### src/rtl/pic_defs.vh
// Purpose: constants for the prioritising interrupt controller
// Assumes: included by the design top and its bench
// Notes:   printed offsets are register indices, byte address = 4 * index
`ifndef PIC_DEFS_VH
`define PIC_DEFS_VH

// register indices
`define PIC_IDX_PEND0      12'hfc0
`define PIC_IDX_ENH0       12'hfc1
`define PIC_IDX_ENL0       12'hfc2
`define PIC_IDX_PEND1      12'hfc3
`define PIC_IDX_ENH1       12'hfc4
`define PIC_IDX_ENL1       12'hfc5
`define PIC_IDX_PEND2      12'hfc6
`define PIC_IDX_ENH2       12'hfc7
`define PIC_IDX_ENL2       12'hfc8
`define PIC_IDX_CTRL       12'hfcf

// control register field
`define PIC_CTRL_ME_BIT    7

// implemented bits per group, reserved bits read as zero
`define PIC_MASK_G0        8'h61
`define PIC_MASK_G1        8'hff
`define PIC_MASK_G2        8'h0f
`define PIC_RST_BYTE       8'h00

// vector of group g, bit b is base_g - 2*b
`define PIC_VBASE_G0       16'h0016
`define PIC_VBASE_G1       16'h0026
`define PIC_VBASE_G2       16'h0036
`define PIC_VEC_WDT        16'h0004
`define PIC_VEC_POSC       16'h003a
`define PIC_VEC_WOSC       16'h003c
`define PIC_VEC_ILL        16'h0006

// register select codes
`define PIC_SEL_NONE       4'h0
`define PIC_SEL_CTRL       4'h1
`define PIC_SEL_PEND       4'h2
`define PIC_SEL_ENH        4'h5
`define PIC_SEL_ENL        4'h8

// bus responses
`define PIC_RESP_OKAY      2'b00
`define PIC_RESP_SLVERR    2'b10

`endif

### src/rtl/pic_top.v
// Purpose: prioritising interrupt controller with an AXI4-Lite register port
// Assumes: all inputs synchronous to SYS_CLK_I; request pulses one cycle wide
// Notes:   system events are levels held by their source until serviced
//
// Summary of operation
// - master enable cleared: only illegal and oscillator traps are forwarded with a vector
// - master enable set by unmask instruction, service return or written 1
// - master enable cleared by reset, mask, written 0, ack and traps
// - three priority levels per source, three highest, one lowest
// - a higher level always beats any lower level in arbitration
// - equal levels resolve by vector order, port C pin 0 last
// - watchdog interrupt and traps outrank every programmable source
// - sources pulse one clock; the pulse is latched into its pending bit
// - acknowledge clears only the pending bit of the forwarded source
// - writing 0 to a pending bit clears it
// - writing 1 to a pending bit raises a request like hardware
// - a source request sets its pending bit to 1
// - master enable set: pending enabled requests go to the CPU
// - pending bits accumulate while disabled and can be polled
// - group 0: timer 1 bit 6, timer 0 bit 5, converter bit 0
// - group 1: port A pins 7..0, bit 6 shared with comparator
// - group 2: port C pins 3..0, upper bits reserved
// - watchdog and oscillator traps hold no state in these registers
// - enable high/low pair selects disabled, level 1, 2 or 3
// - vector MSB at even address, LSB at the following odd address
`timescale 1ns/100ps
`include "pic_defs.vh"

module pic_top (
    // clock, reset, enable
    input  wire        SYS_CLK_I,
    input  wire        RST_B_I,
    input  wire        CLK_EN_I,
    // peripheral request pulses
    input  wire        TIMER1_REQ_I,
    input  wire        TIMER0_REQ_I,
    input  wire        CONVERTER_REQ_I,
    input  wire [7:0]  PORTA_REQ_I,
    input  wire [3:0]  PORTC_REQ_I,
    // cpu events
    input  wire        GLOBAL_UNMASK_INSTR_I,
    input  wire        GLOBAL_MASK_INSTR_I,
    input  wire        RETURN_FROM_SERVICE_INSTR_I,
    input  wire        TRAP_INSTR_I,
    input  wire        ILLEGAL_TRAP_I,
    input  wire        PRI_OSC_FAIL_I,
    input  wire        WDT_OSC_FAIL_I,
    input  wire        WDT_INT_I,
    // cpu request and acknowledge
    input  wire        INT_ACK_I,
    output reg         INT_REQ_O,
    output reg         INT_SYS_O,
    output reg  [15:0] INT_VEC_MSB_ADDR_O,
    output reg  [15:0] INT_VEC_LSB_ADDR_O,
    output wire        MASTER_INT_ENABLE_O,
    // axi4-lite write address
    input  wire        S_AXI_AWVALID,
    output wire        S_AXI_AWREADY,
    input  wire [13:0] S_AXI_AWADDR,
    input  wire [2:0]  S_AXI_AWPROT,
    // axi4-lite write data
    input  wire        S_AXI_WVALID,
    output wire        S_AXI_WREADY,
    input  wire [31:0] S_AXI_WDATA,
    input  wire [3:0]  S_AXI_WSTRB,
    // axi4-lite write response
    output reg         S_AXI_BVALID,
    input  wire        S_AXI_BREADY,
    output reg  [1:0]  S_AXI_BRESP,
    // axi4-lite read address
    input  wire        S_AXI_ARVALID,
    output wire        S_AXI_ARREADY,
    input  wire [13:0] S_AXI_ARADDR,
    input  wire [2:0]  S_AXI_ARPROT,
    // axi4-lite read data
    output reg         S_AXI_RVALID,
    input  wire        S_AXI_RREADY,
    output reg  [31:0] S_AXI_RDATA,
    output reg  [1:0]  S_AXI_RRESP
);

    // register state, flat index g*8+b
    reg  [23:0] pend_q;
    reg  [23:0] enh_q;
    reg  [23:0] enl_q;
    reg         me_q;
    reg  [4:0]  src_q;
    reg         src_vld_q;

    // write channel holding
    reg         aw_full_q;
    reg  [13:0] aw_addr_q;
    reg         w_full_q;
    reg  [7:0]  w_data_q;
    reg         w_strb_q;

    wire [23:0] impl_mask = {`PIC_MASK_G2, `PIC_MASK_G1, `PIC_MASK_G0};

    // decode byte address to a select code plus group in low bits
    function [3:0] reg_sel;
        input [13:0] addr;
        begin
            reg_sel = `PIC_SEL_NONE;
            if (addr[1:0] == 2'b00) begin
                case (addr[13:2])
                    `PIC_IDX_CTRL:  reg_sel = `PIC_SEL_CTRL;
                    `PIC_IDX_PEND0: reg_sel = `PIC_SEL_PEND;
                    `PIC_IDX_PEND1: reg_sel = `PIC_SEL_PEND + 4'h1;
                    `PIC_IDX_PEND2: reg_sel = `PIC_SEL_PEND + 4'h2;
                    `PIC_IDX_ENH0:  reg_sel = `PIC_SEL_ENH;
                    `PIC_IDX_ENH1:  reg_sel = `PIC_SEL_ENH + 4'h1;
                    `PIC_IDX_ENH2:  reg_sel = `PIC_SEL_ENH + 4'h2;
                    `PIC_IDX_ENL0:  reg_sel = `PIC_SEL_ENL;
                    `PIC_IDX_ENL1:  reg_sel = `PIC_SEL_ENL + 4'h1;
                    `PIC_IDX_ENL2:  reg_sel = `PIC_SEL_ENL + 4'h2;
                    default:        reg_sel = `PIC_SEL_NONE;
                endcase
            end
        end
    endfunction

    // first requester in vector order: group ascending, bit descending
    function [5:0] pick_first;
        input [23:0] req;
        integer g;
        integer b;
        begin
            pick_first = 6'h00;
            for (g = 2; g >= 0; g = g - 1) begin
                for (b = 0; b < 8; b = b + 1) begin
                    if (req[g*8+b]) begin
                        pick_first = {1'b1, g[1:0], b[2:0]};
                    end
                end
            end
        end
    endfunction

    wire [23:0] lvl3 = pend_q & impl_mask & enh_q & enl_q;
    wire [23:0] lvl2 = pend_q & impl_mask & enh_q & ~enl_q;
    wire [23:0] lvl1 = pend_q & impl_mask & ~enh_q & enl_q;

    wire [5:0] win3 = pick_first(lvl3);
    wire [5:0] win2 = pick_first(lvl2);
    wire [5:0] win1 = pick_first(lvl1);

    // level 3 over 2 over 1; order inside pick_first
    // disabled pairs appear in no level mask
    reg  [5:0]  win;
    always @* begin
        if (win3[5])
            win = win3;
        else if (win2[5])
            win = win2;
        else
            win = win1;
    end

    // vector msb address even, lsb address odd
    reg  [15:0] vbase;
    always @* begin
        case (win[4:3])
            2'd0:    vbase = `PIC_VBASE_G0;
            2'd1:    vbase = `PIC_VBASE_G1;
            default: vbase = `PIC_VBASE_G2;
        endcase
    end
    wire [15:0] src_vec = vbase - {12'h000, win[2:0], 1'b0};

    reg         sys_hit;
    reg  [15:0] sys_vec;
    always @* begin
        sys_hit = 1'b1;
        sys_vec = `PIC_VEC_ILL;
        if (WDT_INT_I && me_q)
            sys_vec = `PIC_VEC_WDT;
        else if (PRI_OSC_FAIL_I)
            sys_vec = `PIC_VEC_POSC;
        else if (WDT_OSC_FAIL_I)
            sys_vec = `PIC_VEC_WOSC;
        else if (!ILLEGAL_TRAP_I)
            sys_hit = 1'b0;
    end

    // vectored forwarding only while master enable set
    wire        fwd_src = me_q && win[5] && !sys_hit;

    // bus write strobes
    wire        wr_go   = CLK_EN_I && aw_full_q && w_full_q && !S_AXI_BVALID;
    wire [3:0]  wr_sel  = reg_sel(aw_addr_q);
    wire        wr_en   = wr_go && w_strb_q;
    wire [3:0]  rd_sel  = reg_sel(S_AXI_ARADDR);

    assign S_AXI_AWREADY = CLK_EN_I && !aw_full_q && !S_AXI_BVALID;
    assign S_AXI_WREADY  = CLK_EN_I && !w_full_q && !S_AXI_BVALID;
    assign S_AXI_ARREADY = CLK_EN_I && !S_AXI_RVALID;
    assign MASTER_INT_ENABLE_O = me_q;

    wire [23:0] hw_set = {4'h0, PORTC_REQ_I, PORTA_REQ_I,
                          1'b0, TIMER1_REQ_I, TIMER0_REQ_I, 4'h0,
                          CONVERTER_REQ_I};

    wire        ack_src = INT_ACK_I && INT_REQ_O && src_vld_q;

    genvar gi;
    generate
        for (gi = 0; gi < 24; gi = gi + 1) begin : g_pend
            wire impl   = impl_mask[gi];
            wire wr_p   = wr_en && (wr_sel == `PIC_SEL_PEND + (gi / 8));
            wire wr_h   = wr_en && (wr_sel == `PIC_SEL_ENH + (gi / 8));
            wire wr_l   = wr_en && (wr_sel == `PIC_SEL_ENL + (gi / 8));
            wire ack_me = ack_src && (src_q == gi);
            always @(posedge SYS_CLK_I or negedge RST_B_I) begin
                if (!RST_B_I) begin
                    pend_q[gi] <= 1'b0;
                    enh_q[gi]  <= 1'b0;
                    enl_q[gi]  <= 1'b0;
                end else if (CLK_EN_I) begin
                    // hardware set wins over any clear
                    if (impl && hw_set[gi])
                        pend_q[gi] <= 1'b1;
                    // write 0 clears, write 1 sets
                    else if (wr_p)
                        pend_q[gi] <= impl & w_data_q[gi % 8];
                    else if (ack_me)
                        pend_q[gi] <= 1'b0;
                    if (wr_h)
                        enh_q[gi] <= impl & w_data_q[gi % 8];
                    if (wr_l)
                        enl_q[gi] <= impl & w_data_q[gi % 8];
                end
            end
        end
    endgenerate

    wire me_clr = GLOBAL_MASK_INSTR_I || TRAP_INSTR_I || ILLEGAL_TRAP_I
                  || PRI_OSC_FAIL_I || WDT_OSC_FAIL_I
                  || (INT_ACK_I && INT_REQ_O);
    wire me_set = GLOBAL_UNMASK_INSTR_I || RETURN_FROM_SERVICE_INSTR_I;
    wire me_wr  = wr_en && (wr_sel == `PIC_SEL_CTRL);

    always @(posedge SYS_CLK_I or negedge RST_B_I) begin
        if (!RST_B_I) begin
            me_q <= 1'b0;
        end else if (CLK_EN_I) begin
            if (me_clr)
                me_q <= 1'b0;
            else if (me_set)
                me_q <= 1'b1;
            // software write of 1 or 0
            else if (me_wr)
                me_q <= w_data_q[`PIC_CTRL_ME_BIT];
        end
    end

    // request outputs; dropped at the ack edge so no stale cycle shows
    always @(posedge SYS_CLK_I or negedge RST_B_I) begin
        if (!RST_B_I) begin
            INT_REQ_O          <= 1'b0;
            INT_SYS_O          <= 1'b0;
            INT_VEC_MSB_ADDR_O <= 16'h0000;
            INT_VEC_LSB_ADDR_O <= 16'h0000;
            src_q              <= 5'h00;
            src_vld_q          <= 1'b0;
        end else if (CLK_EN_I) begin
            if (INT_ACK_I && INT_REQ_O) begin
                INT_REQ_O <= 1'b0;
                INT_SYS_O <= 1'b0;
                src_vld_q <= 1'b0;
            end else if (sys_hit) begin
                // system vectors come straight from inputs
                INT_REQ_O          <= 1'b1;
                INT_SYS_O          <= 1'b1;
                src_vld_q          <= 1'b0;
                INT_VEC_MSB_ADDR_O <= sys_vec;
                INT_VEC_LSB_ADDR_O <= sys_vec | 16'h0001;
            end else begin
                // forward winner; else keep polling only
                INT_REQ_O          <= fwd_src;
                INT_SYS_O          <= 1'b0;
                src_vld_q          <= fwd_src;
                src_q              <= win[4:0];
                INT_VEC_MSB_ADDR_O <= src_vec;
                INT_VEC_LSB_ADDR_O <= src_vec | 16'h0001;
            end
        end
    end

    // axi write path: address and data taken in either order
    always @(posedge SYS_CLK_I or negedge RST_B_I) begin
        if (!RST_B_I) begin
            aw_full_q    <= 1'b0;
            aw_addr_q    <= 14'h0000;
            w_full_q     <= 1'b0;
            w_data_q     <= 8'h00;
            w_strb_q     <= 1'b0;
            S_AXI_BVALID <= 1'b0;
            S_AXI_BRESP  <= `PIC_RESP_OKAY;
        end else if (CLK_EN_I) begin
            if (S_AXI_AWVALID && S_AXI_AWREADY) begin
                aw_full_q <= 1'b1;
                aw_addr_q <= S_AXI_AWADDR;
            end
            if (S_AXI_WVALID && S_AXI_WREADY) begin
                w_full_q <= 1'b1;
                w_data_q <= S_AXI_WDATA[7:0];
                w_strb_q <= S_AXI_WSTRB[0];
            end
            if (wr_go) begin
                aw_full_q    <= 1'b0;
                w_full_q     <= 1'b0;
                S_AXI_BVALID <= 1'b1;
                if (wr_sel == `PIC_SEL_NONE)
                    S_AXI_BRESP <= `PIC_RESP_SLVERR;
                else
                    S_AXI_BRESP <= `PIC_RESP_OKAY;
            end else if (S_AXI_BVALID && S_AXI_BREADY) begin
                S_AXI_BVALID <= 1'b0;
            end
        end
    end

    // read mux; pending reads show live state for polling
    reg  [7:0] rd_byte;
    always @* begin
        case (rd_sel)
            `PIC_SEL_CTRL:        rd_byte = {me_q, 7'h00};
            `PIC_SEL_PEND:        rd_byte = pend_q[7:0];
            `PIC_SEL_PEND + 4'h1: rd_byte = pend_q[15:8];
            `PIC_SEL_PEND + 4'h2: rd_byte = pend_q[23:16];
            `PIC_SEL_ENH:         rd_byte = enh_q[7:0];
            `PIC_SEL_ENH + 4'h1:  rd_byte = enh_q[15:8];
            `PIC_SEL_ENH + 4'h2:  rd_byte = enh_q[23:16];
            `PIC_SEL_ENL:         rd_byte = enl_q[7:0];
            `PIC_SEL_ENL + 4'h1:  rd_byte = enl_q[15:8];
            `PIC_SEL_ENL + 4'h2:  rd_byte = enl_q[23:16];
            default:              rd_byte = `PIC_RST_BYTE;
        endcase
    end

    always @(posedge SYS_CLK_I or negedge RST_B_I) begin
        if (!RST_B_I) begin
            S_AXI_RVALID <= 1'b0;
            S_AXI_RDATA  <= 32'h00000000;
            S_AXI_RRESP  <= `PIC_RESP_OKAY;
        end else if (CLK_EN_I) begin
            if (S_AXI_ARVALID && S_AXI_ARREADY) begin
                S_AXI_RVALID <= 1'b1;
                S_AXI_RDATA  <= {24'h000000, rd_byte};
                if (rd_sel == `PIC_SEL_NONE)
                    S_AXI_RRESP <= `PIC_RESP_SLVERR;
                else
                    S_AXI_RRESP <= `PIC_RESP_OKAY;
            end else if (S_AXI_RVALID && S_AXI_RREADY) begin
                S_AXI_RVALID <= 1'b0;
            end
        end
    end

endmodule // pic_top

### config.mk
export PLATFORM = sky130hd
export DESIGN_NAME = pic_top
export DESIGN_NICKNAME = d
export VERILOG_FILES = /design/src/rtl/pic_top.v
export VERILOG_INCLUDE_DIRS = /design/src /design/src/rtl
export SDC_FILE = /design/constraint.sdc
export NUM_CORES = 1
export LEC_CHECK = 0
export BUFFER_PORTS_ARGS = -buffer_cell sky130_fd_sc_hd__buf_2
export CAP_MARGIN = 10
export CORE_AREA = 3 3 107 109
export CTS_CLUSTER_DIAMETER = 30
export DETAILED_ROUTE_END_ITERATION = 7
export DIE_AREA = 0 0 110 112
export PLACE_DENSITY = 0.91
export SETUP_SLACK_MARGIN = 0.05
export SLEW_MARGIN = 40
export SYNTH_ARGS = -nofsm -noshare
export SYNTH_HDL_FRONTEND = slang
export SYNTH_SLANG_ARGS = --single-unit
### constraint.sdc
create_clock -name SYS_CLK_I -period 6.41 [get_ports SYS_CLK_I]
set_input_delay 0.641 -clock SYS_CLK_I [delete_from_list [all_inputs] [get_ports SYS_CLK_I]]
set_output_delay 0.641 -clock SYS_CLK_I [all_outputs]
set_load 0.01 [all_outputs]
After elaboration in Yosys (flattened, before gate mapping)
Index checks and enable logic that the tools add are counted.
Widths: inputs -> output; s select.
Word-level totals
  register bits: 134
  input port bits: 102
  word-level logic and storage cells: 456
Cells by class
  add/sub/neg operators: 1
  equality and inequality tests: 64
  mux-type cells: 171
  bitwise logic cells: 9
  reductions and logical operators: 140
Operators with widths (number)
  $mux 6: 75
  $eq 12x12->1 const B: 20
  $mux 1: 84
  $pmux 4 s10: 2
  $pmux 8 s10: 1
  $reduce_and 2->1: 40
  $mux 16: 4
  $logic_and 1x1->1: 53
  $and 20x24->24: 2
  $and 24x20->24: 2
  $not 20->24: 2
  $reduce_bool 3->1: 16
  $eq 5x4->1 const B: 8
  $eq 5x5->1 const B: 8
  $eq 4x3->1 const B: 8
  $reduce_bool 2->1: 13
  $eq 4x4->1 const B: 6
  $and 20x20->20: 1
  $eq 5x3->1 const B: 4
  $eq 4x2->1 const B: 4
  $sub 16x4->16: 1
  $pmux 6 s2: 1
  $eq 5x2->1 const B: 2
  $eq 4x1->1 const B: 2
  other kinds (11): 26

Logic depth before layout (Yosys ltp)
  depth after elaboration: 33
  mapped depth: 9

Least setup slack after synthesis
No wires, ideal clock.
  kind: register -> register
  from: reg enl_q[15]
  to: reg INT_VEC_LSB_ADDR_O[5]
  library setup time: 87 ps
  arrival time: 2251 ps
  setup slack: 4072 ps
  stages on the path, launching flop included: 9
  period minus slack after synthesis: 2338 ps
  cell sequence: dfrtp_1 > nand3b_1 > nand4_2 > or4_4 > a2111oi_2 > o21ai_1 > ha_1 > ha_1 > o211ai_1
On the way
  cells in the longest elaborated chain, start to end: 17
RTL lines
  start, declared: RTL line pic_top.v:85  | reg [23:0] enl_q;
  start signal, assigned by index: RTL line pic_top.v:230  | enl_q[gi] <= impl & w_data_q[gi % 8];
  $not 20->24: RTL line pic_top.v:140  | wire [23:0] lvl2 = pend_q & impl_mask & enh_q & ~enl_q;
  $and 20x24->24: RTL line pic_top.v:140
  $mux 6 (9 in series): RTL line pic_top.v:131  | if (req[g*8+b]) begin
  $mux 6: RTL line pic_top.v:153  | else if (win2[5])
  $mux 6 (*): RTL line pic_top.v:151  | if (win3[5])
  $eq 2x1->1 or $logic_not 2->1 (tied branches): RTL line pic_top.v:162  | case (win[4:3])
  $pmux 6 s2: RTL line pic_top.v:162
  $sub 16x4->16 (*): RTL line pic_top.v:168  | wire [15:0] src_vec = vbase - {12'h000, win[2:0], 1'b0};
  $mux 16 (*): RTL line pic_top.v:270  | end else if (sys_hit) begin
  end signal, assigned: RTL line pic_top.v:276  | INT_VEC_LSB_ADDR_O <= sys_vec | 16'h0001;
  end signal, assigned: RTL line pic_top.v:284  | INT_VEC_LSB_ADDR_O <= src_vec | 16'h0001;
  end, declared: RTL line pic_top.v:54  | output reg [15:0] INT_VEC_LSB_ADDR_O,
Every way passes the cells marked *; elsewhere a longest branch is shown, timed or not.
A chain may end at the register's enable or synchronous reset.

Worst setup path in the final report
  from: reg enl_q[11]
  to: reg INT_VEC_LSB_ADDR_O[5]
On the way
  cells in the longest elaborated chain, start to end: 21
RTL lines (RTL line)
  $not 20->24: pic_top.v:140
  $and 20x24->24: pic_top.v:140
  $mux 6 (13 in series): pic_top.v:131
  $mux 6: pic_top.v:153
  $mux 6 (*): pic_top.v:151
  $eq 2x1->1 or $logic_not 2->1 (tied branches): pic_top.v:162
  $pmux 6 s2: pic_top.v:162
  $sub 16x4->16 (*): pic_top.v:168
  $mux 16 (*): pic_top.v:270
Marked as above.

==> results.cfg <==
[placement]
gp_congestion = 0.940
pre_cts_slack_ns = 3.24
dp.cells = 841
hpwl_um = 12500
io_buffers = 117

[setup_path]
end_kind = flop
rr_worst_depth = 8
r2r_slack_ns = 3.56
cp.arrival_ns = 3.14
timing.rr.end = INT_VEC_LSB_ADDR_O[5]$_DFFE_PN0P_
startpoint_type = flop
critPathMaxFanout = 5
critical_path_class = flop to flop
cp-endpoint = INT_VEC_LSB_ADDR_O[5]$_DFFE_PN0P_
reg2reg_from = enl_q[11]$_DFFE_PN0P_
startpoint = enl_q[11]$_DFFE_PN0P_
cp.required_ns = 6.70

[logic_synthesis]
syn_area_per_cell_um2 = 9.60
yosysTopAreaCellShare_pct = 41.3
async_flop_share_pct = 100
synth.most_common_cell = dfrtp_1
yosys_register_bits = 99
synth_area_leader_cell = dfrtp_1
synth_cells = 625
synth.area.top_cells = dfrtp_1 (41%), mux2_2 (11%), buf_4 (6.8%), nand2_1 (4.6%), nand3b_1 (3.1%)
seq_area_frac_synth_pct = 41.3
ys_warn_count = 0
synth_ff_type = dfrtp_1
yosys-top-cells-count = dfrtp_1 (99), nand2_1 (73), mux2_2 (60)
netlist_area_mm2 = 0.00600
ys_types = 63
synth_edf_count = 0

[cts]
postCtsHoldBufs = 0
clk_transition_reported_paths_ns = 0.10
cts_resized = 0
cts_made_buffers = 9
cts_tree = yes
clk_path_buf_depth = 2
insertion_delay_ns = 0.38
cts_htree_levels = 3
cts-root-buf = clkbuf_8
postCtsSetupBuffers = 0
cts.sinks = 99

[timing]
rsz0062_at_grt = no
finalSetupViolations = 0
setup_slack_ns = 3.56
fmax_ghz = 0.350
fin_skew_ns = 0.0144
hold_violations = 0
fin_tns_setup_ns = 0
finalMaxSlewViolations = 0
relSlewSlack_pct = 48.5
worstMarginPinSlew_ns = 0.772
finalCritPeriodShare_pct = 44.5
min_period_ns = 2.85

[global_routing]
grt.total_usage_pct = 27.0
grt_max_degree = 90
overflow = 0
grt_pass1_wl_um = 25800
grt_pass1_vias = 5019
antenna_found_initial = 0

[routing]
dr.pass1.iters = 5
drt-initial-drc-count = 492
vias = 5305
wire_per_inst_um = 19.0
drc = 0
detail-route-antenna-nets = 0
vias_per_cell = 6.19
wl_um = 16300

[floorplanning]
core.rowCount = 38
die_w_um = 110
core_mm2 = 0.0107
io-pin-count = 178
start_util_pct = 56.1
die_h_um = 112
dieArea_mm2 = 0.0123

[cells_and_area]
utilization_pct = 61.5
final_nets = 816
finalNonFillerCells = 857
layout-drive-gt1-share_pct = 30.7
nFillCells = 904
diodes = 0
syn2layout_area_growth_pct = 9.57

[pwr]
vdd_drop_max_uv = 245
p_per_area_mw_per_mm2 = 232
cellLeakagePower_nw = 3.13

[flow_run]
cap_viol_max_count = 0

[outcome]
outcome = finished, final reports clean

[min_path]
hold_path_class = input pin to asynchronous set/reset pin
==> critical path, cell delays in order (launching register included) <==
cell	delay, ns
dfrtp_1	0.47
nand3b_1	0.25
nand4_1	0.28
or4_4	0.60
a2111oi_2	0.32
o21ai_1	0.17
ha_1	0.23
ha_1	0.26
o211ai_1	0.18
==> area by class of cell <==
cell class                      count  area (um2)  share of cell area, %
Inverter                            9        33.8                  0.514
Timing Repair Buffer              118         602                   9.15
Clock buffer                       10         128                   1.94
Sequential cell                    99        2480                   37.7
Tap cell                          140         175                   2.66
Clock inverter                      6        61.3                  0.932
Multi-Input combinational cell    475        3100                   47.1
==> state kept, by name, summed over array words and instances, names as in the netlist <==
signal / flops
INT_REQ_O: 1
INT_SYS_O: 1
INT_VEC_LSB_ADDR_O: 8
MASTER_INT_ENABLE_O: 1
S_AXI_BRESP: 1
S_AXI_BVALID: 1
S_AXI_RDATA: 8
S_AXI_RRESP: 1
S_AXI_RVALID: 1
aw_addr_q: 14
aw_full_q: 1
enh_q: 15
enl_q: 15
pend_q: 15
src_q: 5
src_vld_q: 1
w_data_q: 8
w_full_q: 1
w_strb_q: 1
==> where the power goes <==
group	leakage, nW	switching (W)	internal [W]	total (W)
clock network	0.0917	0.000235	0.000150	0.000385
logic	1.84	0.000148	0.000143	0.000291
registers	1.21	0.000121	0.000727	0.000848
==> stage by stage <==
stage | total power [W] | cell area [um2] | hold slack, ns
final | 0.00152 | 6580 | 0.0926
after global routing | 0.00161 | 6580 | 0.0816
after detailed placement | 0.00115 | 6380 | 0.454
after CTS | 0.00153 | 6570 | 0.0830
after global placement | 0.00113 | 6380 | 0.445
after floorplan | 0.00104 | 6100 | 0.345
==> per-layer routing <==
metal	vias to the layer above	share of wire (%)	GRT usage [%]
li1	2401	-	-
met1	2585	41	36.1
met2	277	48	43.2
met3	42	8.0	5.39
met4	0	3.1	9.64
met5	-	0	0
==> how the worst min path moves through the flow <==
stage | end | slack [ns] | from
global route | S_AXI_RDATA[2]$_DFFE_PN0P_ | 0.08 | RST_B_I
floorplan | INT_REQ_O$_DFFE_PN0P_ | 0.35 | RST_B_I
detailed placement | INT_VEC_LSB_ADDR_O[0]$_DFFE_PN0P_ | 0.45 | INT_VEC_LSB_ADDR_O[0]$_DFFE_PN0P_
CTS | S_AXI_RDATA[2]$_DFFE_PN0P_ | 0.08 | RST_B_I
global placement | INT_VEC_LSB_ADDR_O[0]$_DFFE_PN0P_ | 0.45 | INT_VEC_LSB_ADDR_O[0]$_DFFE_PN0P_
finish | S_AXI_RDATA[7]$_DFFE_PN0P_ | 0.09 | RST_B_I
==> cells by family (layout without fill, tap and decap cells) <==
group | Yosys count | in the layout | synth area share [%]
AND/OR/NAND/NOR | 237 | 237 | 21.2
AO/OA/AOI/OAI | 149 | 149 | 17.0
flip-flops | 99 | 99 | 41.3
buffers and inverters | 77 | 143 | 8.76
multiplexers | 60 | 60 | 11.3
adder cells (fa/ha/maj) | 2 | 2 | 0.417
other | 1 | 27 | 0.0625
==> cells in the final DEF (no fill, tap or decap), drive strengths merged, types with 12 or more instances in the layout <==
master,instances
a21o,16
buf,117
nand4,12
nand3,25
mux2,60
nor2,45
nand3b,25
a21oi,23
nand2,73
conb,27
dfrtp,99
a22o,20
o21ai,45
Note: power is estimated with default switching activity, not from simulation.
